`src/include/tty_check_map.vh`:
```
// constants for the teletype check, burst and switch block
`ifndef TTY_CHECK_MAP_VH
`define TTY_CHECK_MAP_VH
`define TTY_CHANNELS 25
`define TTY_BURST_WIDTH 5
`define TTY_POS_WIDTH 6
`define TTY_POS_START_SEARCH 6'h2d
`define TTY_POS_STOP_SEARCH 6'h33
`define TTY_BURST_RESET 5'h00
`define TTY_PARITY_RESET 25'h0000000
`define TTY_LINE_RESET 25'h0000000
`endif

```
`src/rtl/teletype_check_burst_switch.v`:
```
// teletype parity check, burst counter and duplex/test output switching
// Operation
// at position 51 the stop-search pulse passes if any parity flop is set
// the gated stop-search pulse clears all set parity flops
// each one bit moved to a line flop toggles its channel parity flop; a shift on the edge of the gated stop-search pulse clears the flop instead
// message is correct only when ones count, parity included, is even
// at next stop-search, any set parity flop raises the parity alarm
// the alarm pulse also clears set parity flops for the next check
// burst number is five bits held in five flip-flops
// burst counter is plain binary, modulo 32, wrapping to zero
// burst counter steps by one at start of search, position 45
// only the active computer's outputs reach the line terminal equipment
// each of the 25 teletype outputs has its own identical switch path
// standby outputs go to the test busses only during test operations
// search level set at position 45, cleared at position 51
// line flop set by a one bit shifted out; one opens the line
// one parity flop per channel so any channel raises the alarm
`timescale 1ns/100ps
`default_nettype none
`include "tty_check_map.vh"
module teletype_check_burst_switch #(
  parameter CHANNELS = `TTY_CHANNELS,
  parameter BURST_WIDTH = `TTY_BURST_WIDTH
) (
  // clock and reset
  input wire mclk_i,
  input wire resetn_i,
  // timing counter position, pulse strobe when it steps
  input wire [`TTY_POS_WIDTH-1:0] counter_pos_i,
  input wire counter_step_i,
  // bits leaving the serial staging register
  input wire shift_i,
  input wire [CHANNELS-1:0] staging_bits_i,
  // duplex and test status
  input wire active_i,
  input wire test_mode_i,
  // line outputs to terminal equipment, open = space
  output wire [CHANNELS-1:0] line_open_o,
  output wire [CHANNELS-1:0] line_connect_o,
  // standby routing to test busses
  output wire [CHANNELS-1:0] test_bus_o,
  output wire [CHANNELS-1:0] test_connect_o,
  // status
  output reg search_o,
  output reg [BURST_WIDTH-1:0] burst_count_o,
  output reg parity_alarm_o,
  output wire [CHANNELS-1:0] parity_state_o
);

  // one-hot phase of the teletype cycle
  localparam [1:0] PHASE_READOUT = 2'b01;
  localparam [1:0] PHASE_SEARCH = 2'b10;

  // timing counter positions that open and close search time
  localparam [`TTY_POS_WIDTH-1:0] POS_START = `TTY_POS_START_SEARCH;
  localparam [`TTY_POS_WIDTH-1:0] POS_STOP = `TTY_POS_STOP_SEARCH;

  // reset values and the counter increment
  localparam [BURST_WIDTH-1:0] BURST_INIT = `TTY_BURST_RESET;
  localparam [BURST_WIDTH-1:0] BURST_ONE = {{(BURST_WIDTH-1){1'b0}}, 1'b1};
  localparam [CHANNELS-1:0] PARITY_INIT = `TTY_PARITY_RESET;
  localparam [CHANNELS-1:0] LINE_INIT = `TTY_LINE_RESET;

  // decoded timing events
  wire start_search;
  wire stop_search;
  wire any_set;
  wire gated_stop;
  wire alarm_fire;

  // search phase
  reg [1:0] phase;
  reg [1:0] next_phase;
  reg next_search;

  // burst counter
  reg [BURST_WIDTH-1:0] next_burst_count;

  // alarm pulse
  reg next_parity_alarm;

  // per-channel flop states gathered into vectors
  wire [CHANNELS-1:0] parity;
  wire [CHANNELS-1:0] line_ff;

  // position decode shared by both search edges
  function pos_event;
    input step;
    input [`TTY_POS_WIDTH-1:0] pos;
    input [`TTY_POS_WIDTH-1:0] target;
    begin
      pos_event = step && (pos == target);
    end
  endfunction

  // true when any flop of the group holds a one
  function any_one;
    input [CHANNELS-1:0] bits;
    integer i;
    begin
      any_one = 1'b0;
      for (i = 0; i < CHANNELS; i = i + 1) begin
        any_one = any_one | bits[i];
      end
    end
  endfunction

  // complement of one check flop by one shifted bit
  function parity_next_bit;
    input current;
    input shifted;
    begin
      parity_next_bit = current ^ shifted;
    end
  endfunction

  // binary step of the burst number; the carry out of the top bit is dropped
  function [BURST_WIDTH-1:0] step_burst;
    input [BURST_WIDTH-1:0] count;
    begin
      step_burst = count + BURST_ONE;
    end
  endfunction

  // a relay contact passes its bit only while closed
  function relay_pass;
    input closed;
    input data;
    begin
      relay_pass = closed & data;
    end
  endfunction

  // events from the timing counter
  assign start_search = pos_event(counter_step_i, counter_pos_i, POS_START);
  assign stop_search = pos_event(counter_step_i, counter_pos_i, POS_STOP);

  // even count of ones leaves all flops clear; any one flags an error
  assign any_set = any_one(parity);

  // the stop-search pulse passes only when some flop is set
  assign gated_stop = stop_search && any_set;

  // the gated pulse is both the alarm and the clear
  assign alarm_fire = gated_stop;

  // outputs of the check group
  assign parity_state_o = parity;

  // search phase: next state
  always @* begin
    next_phase = phase;
    case (phase)
      PHASE_READOUT: begin
        if (start_search) begin
          next_phase = PHASE_SEARCH;
        end
      end
      PHASE_SEARCH: begin
        if (stop_search) begin
          next_phase = PHASE_READOUT;
        end
      end
      default: begin
        next_phase = PHASE_READOUT;
      end
    endcase
    next_search = (next_phase == PHASE_SEARCH);
  end

  // search phase: state and level
  always @(posedge mclk_i or negedge resetn_i) begin
    if (!resetn_i) begin
      phase <= PHASE_READOUT;
      search_o <= 1'b0;
    end else begin
      phase <= next_phase;
      search_o <= next_search;
    end
  end

  // burst counter: next value, wraps naturally at the top
  always @* begin
    next_burst_count = burst_count_o;
    if (start_search) begin
      next_burst_count = step_burst(burst_count_o);
    end
  end

  // burst counter: five flops
  always @(posedge mclk_i or negedge resetn_i) begin
    if (!resetn_i) begin
      burst_count_o <= BURST_INIT;
    end else begin
      burst_count_o <= next_burst_count;
    end
  end

  // alarm: next value
  always @* begin
    next_parity_alarm = 1'b0;
    if (alarm_fire) begin
      next_parity_alarm = 1'b1;
    end
  end

  // alarm: one-cycle pulse to the alarm control
  always @(posedge mclk_i or negedge resetn_i) begin
    if (!resetn_i) begin
      parity_alarm_o <= 1'b0;
    end else begin
      parity_alarm_o <= next_parity_alarm;
    end
  end

  genvar ch;

  // parity check flops, one per channel
  generate
    for (ch = 0; ch < CHANNELS; ch = ch + 1) begin : g_check
      reg check_ff;
      reg next_check_ff;

      // clear beats a shift that lands on the same edge
      always @* begin
        next_check_ff = check_ff;
        if (alarm_fire) begin
          next_check_ff = 1'b0;
        end else if (shift_i) begin
          next_check_ff = parity_next_bit(check_ff, staging_bits_i[ch]);
        end
      end

      // check flop state
      always @(posedge mclk_i or negedge resetn_i) begin
        if (!resetn_i) begin
          check_ff <= PARITY_INIT[ch];
        end else begin
          check_ff <= next_check_ff;
        end
      end

      assign parity[ch] = check_ff;
    end
  endgenerate

  // line flops, one per channel
  generate
    for (ch = 0; ch < CHANNELS; ch = ch + 1) begin : g_line
      reg line_bit;
      reg next_line_bit;

      // takes each bit shifted out and holds it until the next shift
      always @* begin
        next_line_bit = line_bit;
        if (shift_i) begin
          next_line_bit = staging_bits_i[ch];
        end
      end

      // line flop state
      always @(posedge mclk_i or negedge resetn_i) begin
        if (!resetn_i) begin
          line_bit <= LINE_INIT[ch];
        end else begin
          line_bit <= next_line_bit;
        end
      end

      assign line_ff[ch] = line_bit;
    end
  endgenerate

  // relay paths: active side to the line, standby to the test busses
  generate
    for (ch = 0; ch < CHANNELS; ch = ch + 1) begin : g_relay
      reg relay_line;
      reg relay_open;
      reg relay_test;
      reg relay_test_bit;

      always @* begin
        relay_line = 1'b0;
        relay_test = 1'b0;
        if (active_i) begin
          relay_line = 1'b1;
        end else if (test_mode_i) begin
          relay_test = 1'b1;
        end
        relay_open = relay_pass(relay_line, line_ff[ch]);
        relay_test_bit = relay_pass(relay_test, line_ff[ch]);
      end

      assign line_connect_o[ch] = relay_line;
      assign line_open_o[ch] = relay_open;
      assign test_connect_o[ch] = relay_test;
      assign test_bus_o[ch] = relay_test_bit;
    end
  endgenerate

endmodule // teletype_check_burst_switch
`default_nettype wire

```
`config.mk`:
```
export PLATFORM = sky130hd
export DESIGN_NAME = teletype_check_burst_switch
export DESIGN_NICKNAME = d
export VERILOG_FILES = /design/src/rtl/teletype_check_burst_switch.v
export VERILOG_INCLUDE_DIRS = /design/src /design/src/include
export SDC_FILE = /design/constraint.sdc
export NUM_CORES = 1
export LEC_CHECK = 0
export BUFFER_PORTS_ARGS = -buffer_cell sky130_fd_sc_hd__buf_2
export CORE_UTILIZATION = 40
export CTS_BUF_LIST = sky130_fd_sc_hd__clkbuf_8 sky130_fd_sc_hd__clkbuf_16
export DETAILED_ROUTE_END_ITERATION = 7
export PLACE_DENSITY_LB_ADDON = 0.25
export SYNTH_ARGS = -nofsm -noshare
export SYNTH_HDL_FRONTEND = slang
export SYNTH_SLANG_ARGS = --single-unit
```
`constraint.sdc`:
```
create_clock -name mclk_i -period 2.3 [get_ports mclk_i]
set_input_delay 0.46 -clock mclk_i [delete_from_list [all_inputs] [get_ports mclk_i]]
set_output_delay 0.46 -clock mclk_i [all_outputs]
set_load 0.1 [all_outputs]
```
==> results.py, run 1 <==
metrics = {
    "grt": {
        "grt_pass1_vias": 2385,
        "top_usage_layer": "met2",
        "grt_overflow": 0,
        "grtUsageMet2_pct": 27.6,
        "use_met3_pct": 4.72,
        "grt_usage_pct": 16.3,
        "grt_use_met1_pct": 19.8,
        "grt_pass1_wl_mm": 12.5,
        "antenna_found_initial": 0,
        "grt_max_degree": 51,
    },
    "routing": {
        "ant_nets": 0,
        "vias": 2565,
        "first_pass_iters": 4,
        "routedWlPerCell_um": 13.4,
        "drtIter0Drc": 104,
        "drc_errors": 0,
        "wl_mm": 7.98,
        "vias_per_cell": 4.30,
    },
    "timing": {
        "fin_setup_tns_ns": 0,
        "worstMarginPinSlew_ns": 0.518,
        "max_slew_margin_pct": 65.5,
        "fin_crit_ns": 1.89,
        "setup_violations": 0,
        "rsz0062_at_grt": "false",
        "slew_viol_final": 0,
        "max_freq_mhz": 528,
        "finalHoldViolations": 0,
        "finClkSkew_ns": 0.00377,
        "finalCritPeriodShare_pct": 82.4,
    },
    "yosys": {
        "synth_warnings": 0,
        "yosysTopAreaCell": "dfrtp_1",
        "yosysUniqueCellTypes": 30,
        "avgSynthCellArea_um2": 9.47,
        "synth_top_area_share_pct": 37.4,
        "yosys-top-cells-area": "dfrtp_1 (37%), buf_4 (24%), and2_1 (8.1%)",
        "synth-seq-cells": 59,
        "synth.cell_area_um2": 3880,
        "syn_nets": 450,
        "seq_area_frac_synth_pct": 38.1,
        "syn_inst": 410,
    },
    "min_path": {
        "min-delay-path-class": "in -> async",
    },
    "worst_setup_path": {
        "path_class": "in -> out",
        "crit_slowest_cell": "buf_12",
        "path_delay_family": "buffers and inverters",
        "worstPathCellList": "buf_2, nor2b_2, buf_12, buf_4, buf_12",
        "slowest_delay_ns": 0.26,
        "end_kind": "output pin",
        "worstPathMaxFanout": 42,
        "start_kind": "input port",
        "crit_top_cell": "buf_12",
        "cp.required_ns": 1.84,
        "critPathArrivalTime_ns": 1.43,
        "path_buf_inv": 4,
    },
    "layout": {
        "final_nets": 502,
        "diodes": 0,
        "seq_area_um2": 1480,
        "multiInputGateArea_um2": 1280,
        "drive_gt1_share_pct": 47.8,
        "n_fill_cell": 793,
        "syn_to_final_growth_pct": 36.4,
    },
    "die": {
        "design.core.area_um2": 9330,
        "start_util_pct": 41.6,
        "fp.dieArea_um2": 10100,
        "die_h_um": 101,
        "fp-row-count": 35,
        "die_width_um": 101,
        "ios": 169,
    },
    "clock_network": {
        "cts_setup_buffers": 0,
        "cts_sinks": 59,
        "cts_buffer_depth": 2,
        "cts_resized": 0,
        "cts_hold_buffers": 0,
        "clkSlewWorstSetupHoldPaths_ns": 0.06,
        "clk_latency_ns": 0.32,
        "cts_root_buffer": "clkbuf_8",
        "h-tree-depth": 3,
        "cts_tree": "yes",
        "cts_inserted_buffers": 9,
    },
    "power_and_ir_drop": {
        "vdd.ir_drop.worst_v": 0.000782,
        "finalPower_uw": 6310,
        "powerDensity_nw_per_um2": 1190,
        "p_leak_uw": 0.00251,
    },
    "placement": {
        "place.gp.congestion": 0.806,
        "io_buffers": 168,
        "dpl.hpwl_mm": 6.40,
    },
    "job": {
        "max_cap_violations": 0,
    },
    "status": {
        "status": "complete, no violations",
    },
}
==> state kept, by name, indices dropped and copies added (netlist names) <==
name	cells
search_o	1
phase	2
g_check.check_ff	25
burst_count_o	5
parity_alarm_o	1
g_line.line_bit	25
==> routing by layer <==
| metal | vias up | wire length [um] |
|---|---|---|
| met3 | 6 | 545 |
| met4 | 0 | 80 |
| met1 | 1202 | 3280 |
| li1 | 1249 | - |
| met5 | - | 0 |
| met2 | 108 | 4080 |
==> cells in the mapped netlist (all sizes together) <==
cell / n
nand2: 30
a211oi: 1
inv: 27
nand3b: 1
xor2: 26
nor2b: 1
nand4: 3
dfrtp: 58
nand3: 2
nor2: 27
mux2: 1
nor4: 7
or3: 1
o211ai: 1
o21ai: 26
nor3: 1
and2: 50
ha: 3
buf: 128
a21oi: 1
o21a: 2
dfstp: 1
clkbuf: 9
xnor2: 3
==> kinds of logic (layout without fill, tap and decap cells) <==
group	after synthesis	in the layout	share of synthesized area, %
fa+ha+maj	3	3	0.967
xor+xnor	29	29	6.54
buf+inv	164	221	29.0
simple gates	123	123	20.9
mux	1	1	0.290
flops	59	59	38.1
compound gates	31	31	4.25
==> layout make-up <==
type,count,share of cell area [%]
well taps,129,3.05
clock buffers,10,2.60
inverters,27,1.91
flip-flops and latches,59,27.9
repair buffers,178,39.3
multi-input cells,187,24.2
clock inverters,6,1.04
==> cell usage in the layout (no fill, tap or decap), types with 2 or more instances in the layout <==
| cell | n |
|---|---|
| nor2_4 | 19 |
| nor4_1 | 2 |
| and2_1 | 50 |
| ha_1 | 3 |
| nor2_1 | 8 |
| clkbuf_8 | 10 |
| nand2_1 | 30 |
| o21ai_0 | 26 |
| inv_1 | 27 |
| xnor2_1 | 3 |
| buf_2 | 93 |
| buf_4 | 7 |
| buf_12 | 78 |
| clkinv_2 | 5 |
| dfrtp_1 | 58 |
| xor2_1 | 26 |
| nand4_1 | 3 |
| nor4_2 | 4 |
==> metrics by stage <==
stage / util (%) / instance area, um2 / hold slack (ns) / std cells / worst slack [ns]
final: 56.8 / 5300 / 0.111 / 596 / 0.405
after global routing: 56.8 / 5300 / 0.117 / 596 / 0.344
after CTS: 56.8 / 5300 / 0.109 / 596 / 0.396
after detailed placement: 54.7 / 5100 / 0.461 / 580 / 0.397
after global placement: 54.7 / 5100 / 0.457 / 580 / 0.409
after floorplan: - / 3880 / 0.164 / 410 / 0.235
==> final timing paths <==
| path | from | to | slack, ns | cells past startpoint |
|---|---|---|---|---|
| worst max-delay path | active_i | test_connect_o[24] | 0.41 | 5 |
| worst min-delay path | resetn_i | parity_alarm_o$_DFF_PN0_ | 0.11 | 1 |
| worst max register to register | g_check[5].check_ff$_DFFE_PN0P_ | g_check[21].check_ff$_DFFE_PN0P_ | 0.71 | 5 |
| worst min register to register | burst_count_o[4]$_DFFE_PN0P_ | burst_count_o[4]$_DFFE_PN0P_ | 0.47 | 1 |
| max in group asynchronous | resetn_i | g_check[23].check_ff$_DFFE_PN0P_ | 1.47 | 2 |
| min in group mclk_i | staging_bits_i[9] | g_line[9].line_bit$_DFFE_PN0P_ | 0.38 | 3 |
==> where the power goes <==
part / internal (uW) / total [uW] / switching [uW]
sequential: 1330 / 1620 / 287
clock: 520 / 902 / 382
combinational: 771 / 3790 / 3020
Power figures use the tool's default switching activity.
==> inputs of run 2 (changes only) <==
- ABC_AREA: default -> 1
- clock period: 2.3 -> 1.7 ns (I/O delays scaled with it)
==> results.py, run 2 <==
metrics = {
    "power_and_ir_drop": {
        "powerDensity_nw_per_um2": 1570,
        "finalPower_uw": 9320,
        "vdd.ir_drop.worst_v": 0.00129,
        "p_leak_uw": 0.00295,
    },
    "placement": {
        "io_buffers": 168,
        "pre_cts_ws_ns": -0.111,
        "dpl.hpwl_mm": 7.14,
        "place.gp.congestion": 0.833,
    },
    "layout": {
        "final_nets": 571,
        "diodes": 0,
        "syn_to_final_growth_pct": 57.5,
        "top_regs": "g_check.check_ff x25, g_line.line_bit x25, burst_count_o x5",
        "n_fill_cell": 739,
        "mostFrequentLayoutCells": "buf_12 (106), nand2_1 (72), buf_2 (68)",
        "drive_gt1_share_pct": 47.0,
        "layout_commonest_cell": "buf_12",
    },
    "worst_setup_path": {
        "reg2reg_depth": 7,
        "regToRegSetupSlack_ns": 0.30,
        "worstPathMaxFanout": 2,
        "start_kind": "register",
        "crit_slowest_cell": "buf_2",
        "cp.required_ns": 1.36,
        "path_class": "reg -> out",
        "worstPathCellList": "buf_4, buf_2",
        "critPathArrivalTime_ns": 1.23,
        "reg2reg_to": "g_check[0].check_ff$_DFFE_PN0P_",
        "worst_r2r_startpoint": "g_check[10].check_ff$_DFFE_PN0P_",
        "slowest_delay_ns": 0.41,
        "end_kind": "output pin",
    },
    "grt": {
        "grt_overflow": 0,
        "antenna_found_initial": 0,
        "grt_pass1_vias": 2824,
        "grt_pass1_wl_mm": 14.1,
        "grt_max_degree": 41,
        "grt_usage_pct": 18.6,
    },
    "yosys": {
        "synth-seq-cells": 59,
        "yosys-top-cells-area": "dfrtp_1 (38%), buf_4 (25%), nand2_1 (7.2%)",
        "ys.flop_type": "dfrtp_1",
        "syn_inst": 464,
        "avgSynthCellArea_um2": 8.14,
        "synth-edff-count": 0,
        "synth.most_common_cell": "buf_4",
        "yosysTopAreaCell": "dfrtp_1",
        "ys_top_cells_by_count": "buf_4 (125), nand2_1 (72), dfrtp_1 (58)",
        "syn_nets": 504,
        "synth_top_area_share_pct": 38.4,
        "synth.cell_area_um2": 3780,
        "async_reset_ff_share_pct": 100,
        "synth_warnings": 0,
        "seq_area_frac_synth_pct": 39.1,
        "yosysUniqueCellTypes": 21,
    },
    "clock_network": {
        "clk_latency_ns": 0.33,
        "cts_sinks": 59,
        "cts_tree": "yes",
        "cts_inserted_buffers": 9,
        "h-tree-depth": 3,
        "cts_buffer_depth": 2,
        "clkSlewWorstSetupHoldPaths_ns": 0.07,
        "cts_root_buffer": "clkbuf_8",
    },
    "die": {
        "fp-row-count": 35,
        "die_width_um": 99.2,
        "fp.dieArea_um2": 9830,
        "design.core.area_um2": 9200,
        "start_util_pct": 41.1,
        "die_h_um": 99.2,
        "ios": 169,
    },
    "routing": {
        "drtIter0Drc": 138,
        "routedWlPerCell_um": 14.0,
        "ant_nets": 0,
        "vias_per_cell": 4.44,
        "wl_mm": 9.07,
        "first_pass_iters": 4,
        "vias": 2871,
        "drc_errors": 0,
    },
    "timing": {
        "rsz0062_at_grt": "false",
        "max_freq_mhz": 637,
        "fin_crit_ns": 1.57,
        "setup_violations": 0,
        "worstMarginPinSlew_ns": 0.584,
        "finalHoldViolations": 0,
        "finalWorstSetupSlack_ns": 0.130,
        "finClkSkew_ns": 0.00743,
        "slew_viol_final": 0,
        "max_slew_margin_pct": 61.0,
        "finalCritPeriodShare_pct": 92.4,
    },
    "min_path": {
        "min-delay-path-class": "in -> reg",
        "worstHoldStart": "staging_bits_i[18]",
        "hold_end": "g_line[18].line_bit$_DFFE_PN0P_",
        "whs_path_depth": 3,
    },
    "status": {
        "status": "complete, no violations",
    },
    "job": {
        "max_cap_violations": 0,
    },
}
[run 2: cell count changes in the layout (fill, tap and decap cells not counted), sizes merged, moves of 3 or more]
cell	delta
nor2	+47
and2	-49
clkinv	-4
nor4	-7
nand2	+42
buf	+13
bufinv	+3
inv	+30
nand4	-3
[run 2: worst max-delay path by stage]
stage	slack (ns)	from	to
floorplan	-0.06	active_i	test_bus_o[0]
global placement	-0.03	counter_pos_i[3]	g_check[20].check_ff$_DFFE_PN0P_
detailed placement	-0.11	counter_pos_i[3]	g_check[19].check_ff$_DFFE_PN0P_
CTS	-0.006	g_check[10].check_ff$_DFFE_PN0P_	g_check[19].check_ff$_DFFE_PN0P_
global route	0.08	test_mode_i	test_bus_o[0]
finish	0.13	g_check[15].check_ff$_DFFE_PN0P_	parity_state_o[15]
[run 2: power breakdown]
| part | internal, uW | switching (uW) |
|---|---|---|
| Sequential | 1800 | 301 |
| Clock | 1120 | 573 |
| Combinational | 1290 | 4240 |
[run 2: logic make-up after synthesis]
| kind of cell | count (synthesis) | share of synthesized area [%] |
|---|---|---|
| flops | 59 | 39.1 |
| xor+xnor | 29 | 6.73 |
| buf+inv | 194 | 32.2 |
| compound gates | 26 | 3.45 |
| fa+ha+maj | 3 | 0.994 |
| simple gates | 153 | 17.5 |
[run 2: per-stage QoR]
stage	instance area (um2)	utilization [%]	std cells	hold WS (ns)	TNS (ns)
after global routing	5950	64.7	647	0.265	0
after CTS	5940	64.5	646	0.248	-0.00614
after detailed placement	5660	61.6	629	0.132	-1.33
after global placement	5660	61.6	629	0.134	-0.145
after floorplan	4240	-	464	0.0444	-0.733
final	5950	64.7	647	0.251	0
[run 2: critical path, delay by kind of cell (launching register included)]
family | cells | cell delay, ns
buffers and inverters | 2 | 0.53
flip-flops | 1 | 0.36
[run 2: cell type report]
class / count / area (um2) / area share [%]
flip-flops and latches: 59 / 1480 / 24.8
clock buffers: 9 / 124 / 2.08
inverters: 57 / 216 / 3.64
repair buffers: 192 / 2600 / 43.7
clock inverters: 7 / 140 / 2.36
well taps: 111 / 139 / 2.34
multi-input cells: 212 / 1250 / 21.0
[run 2: what timing repair did]
| item | in CTS | in global routing |
|---|---|---|
| hold buffers | 1 | 0 |
| pin swaps | 0 | 0 |
| buffers inserted | 0 | 0 |
| setup endpoints to repair | 1 | 26 |
| gates cloned | 0 | 1 |
| endpoints found under the hold margin | 1 | 0 |
| gates resized for setup | 0 | 1 |
[run 2: metal layers]
layer | part of all wire, % | up-vias | track usage [%]
li1 | - | 1385 | -
met5 | 0 | - | 0
met4 | 2.3 | 0 | 7.35
met1 | 41 | 1358 | 23.0
met2 | 52 | 112 | 32.7
met3 | 4.9 | 16 | 3.09
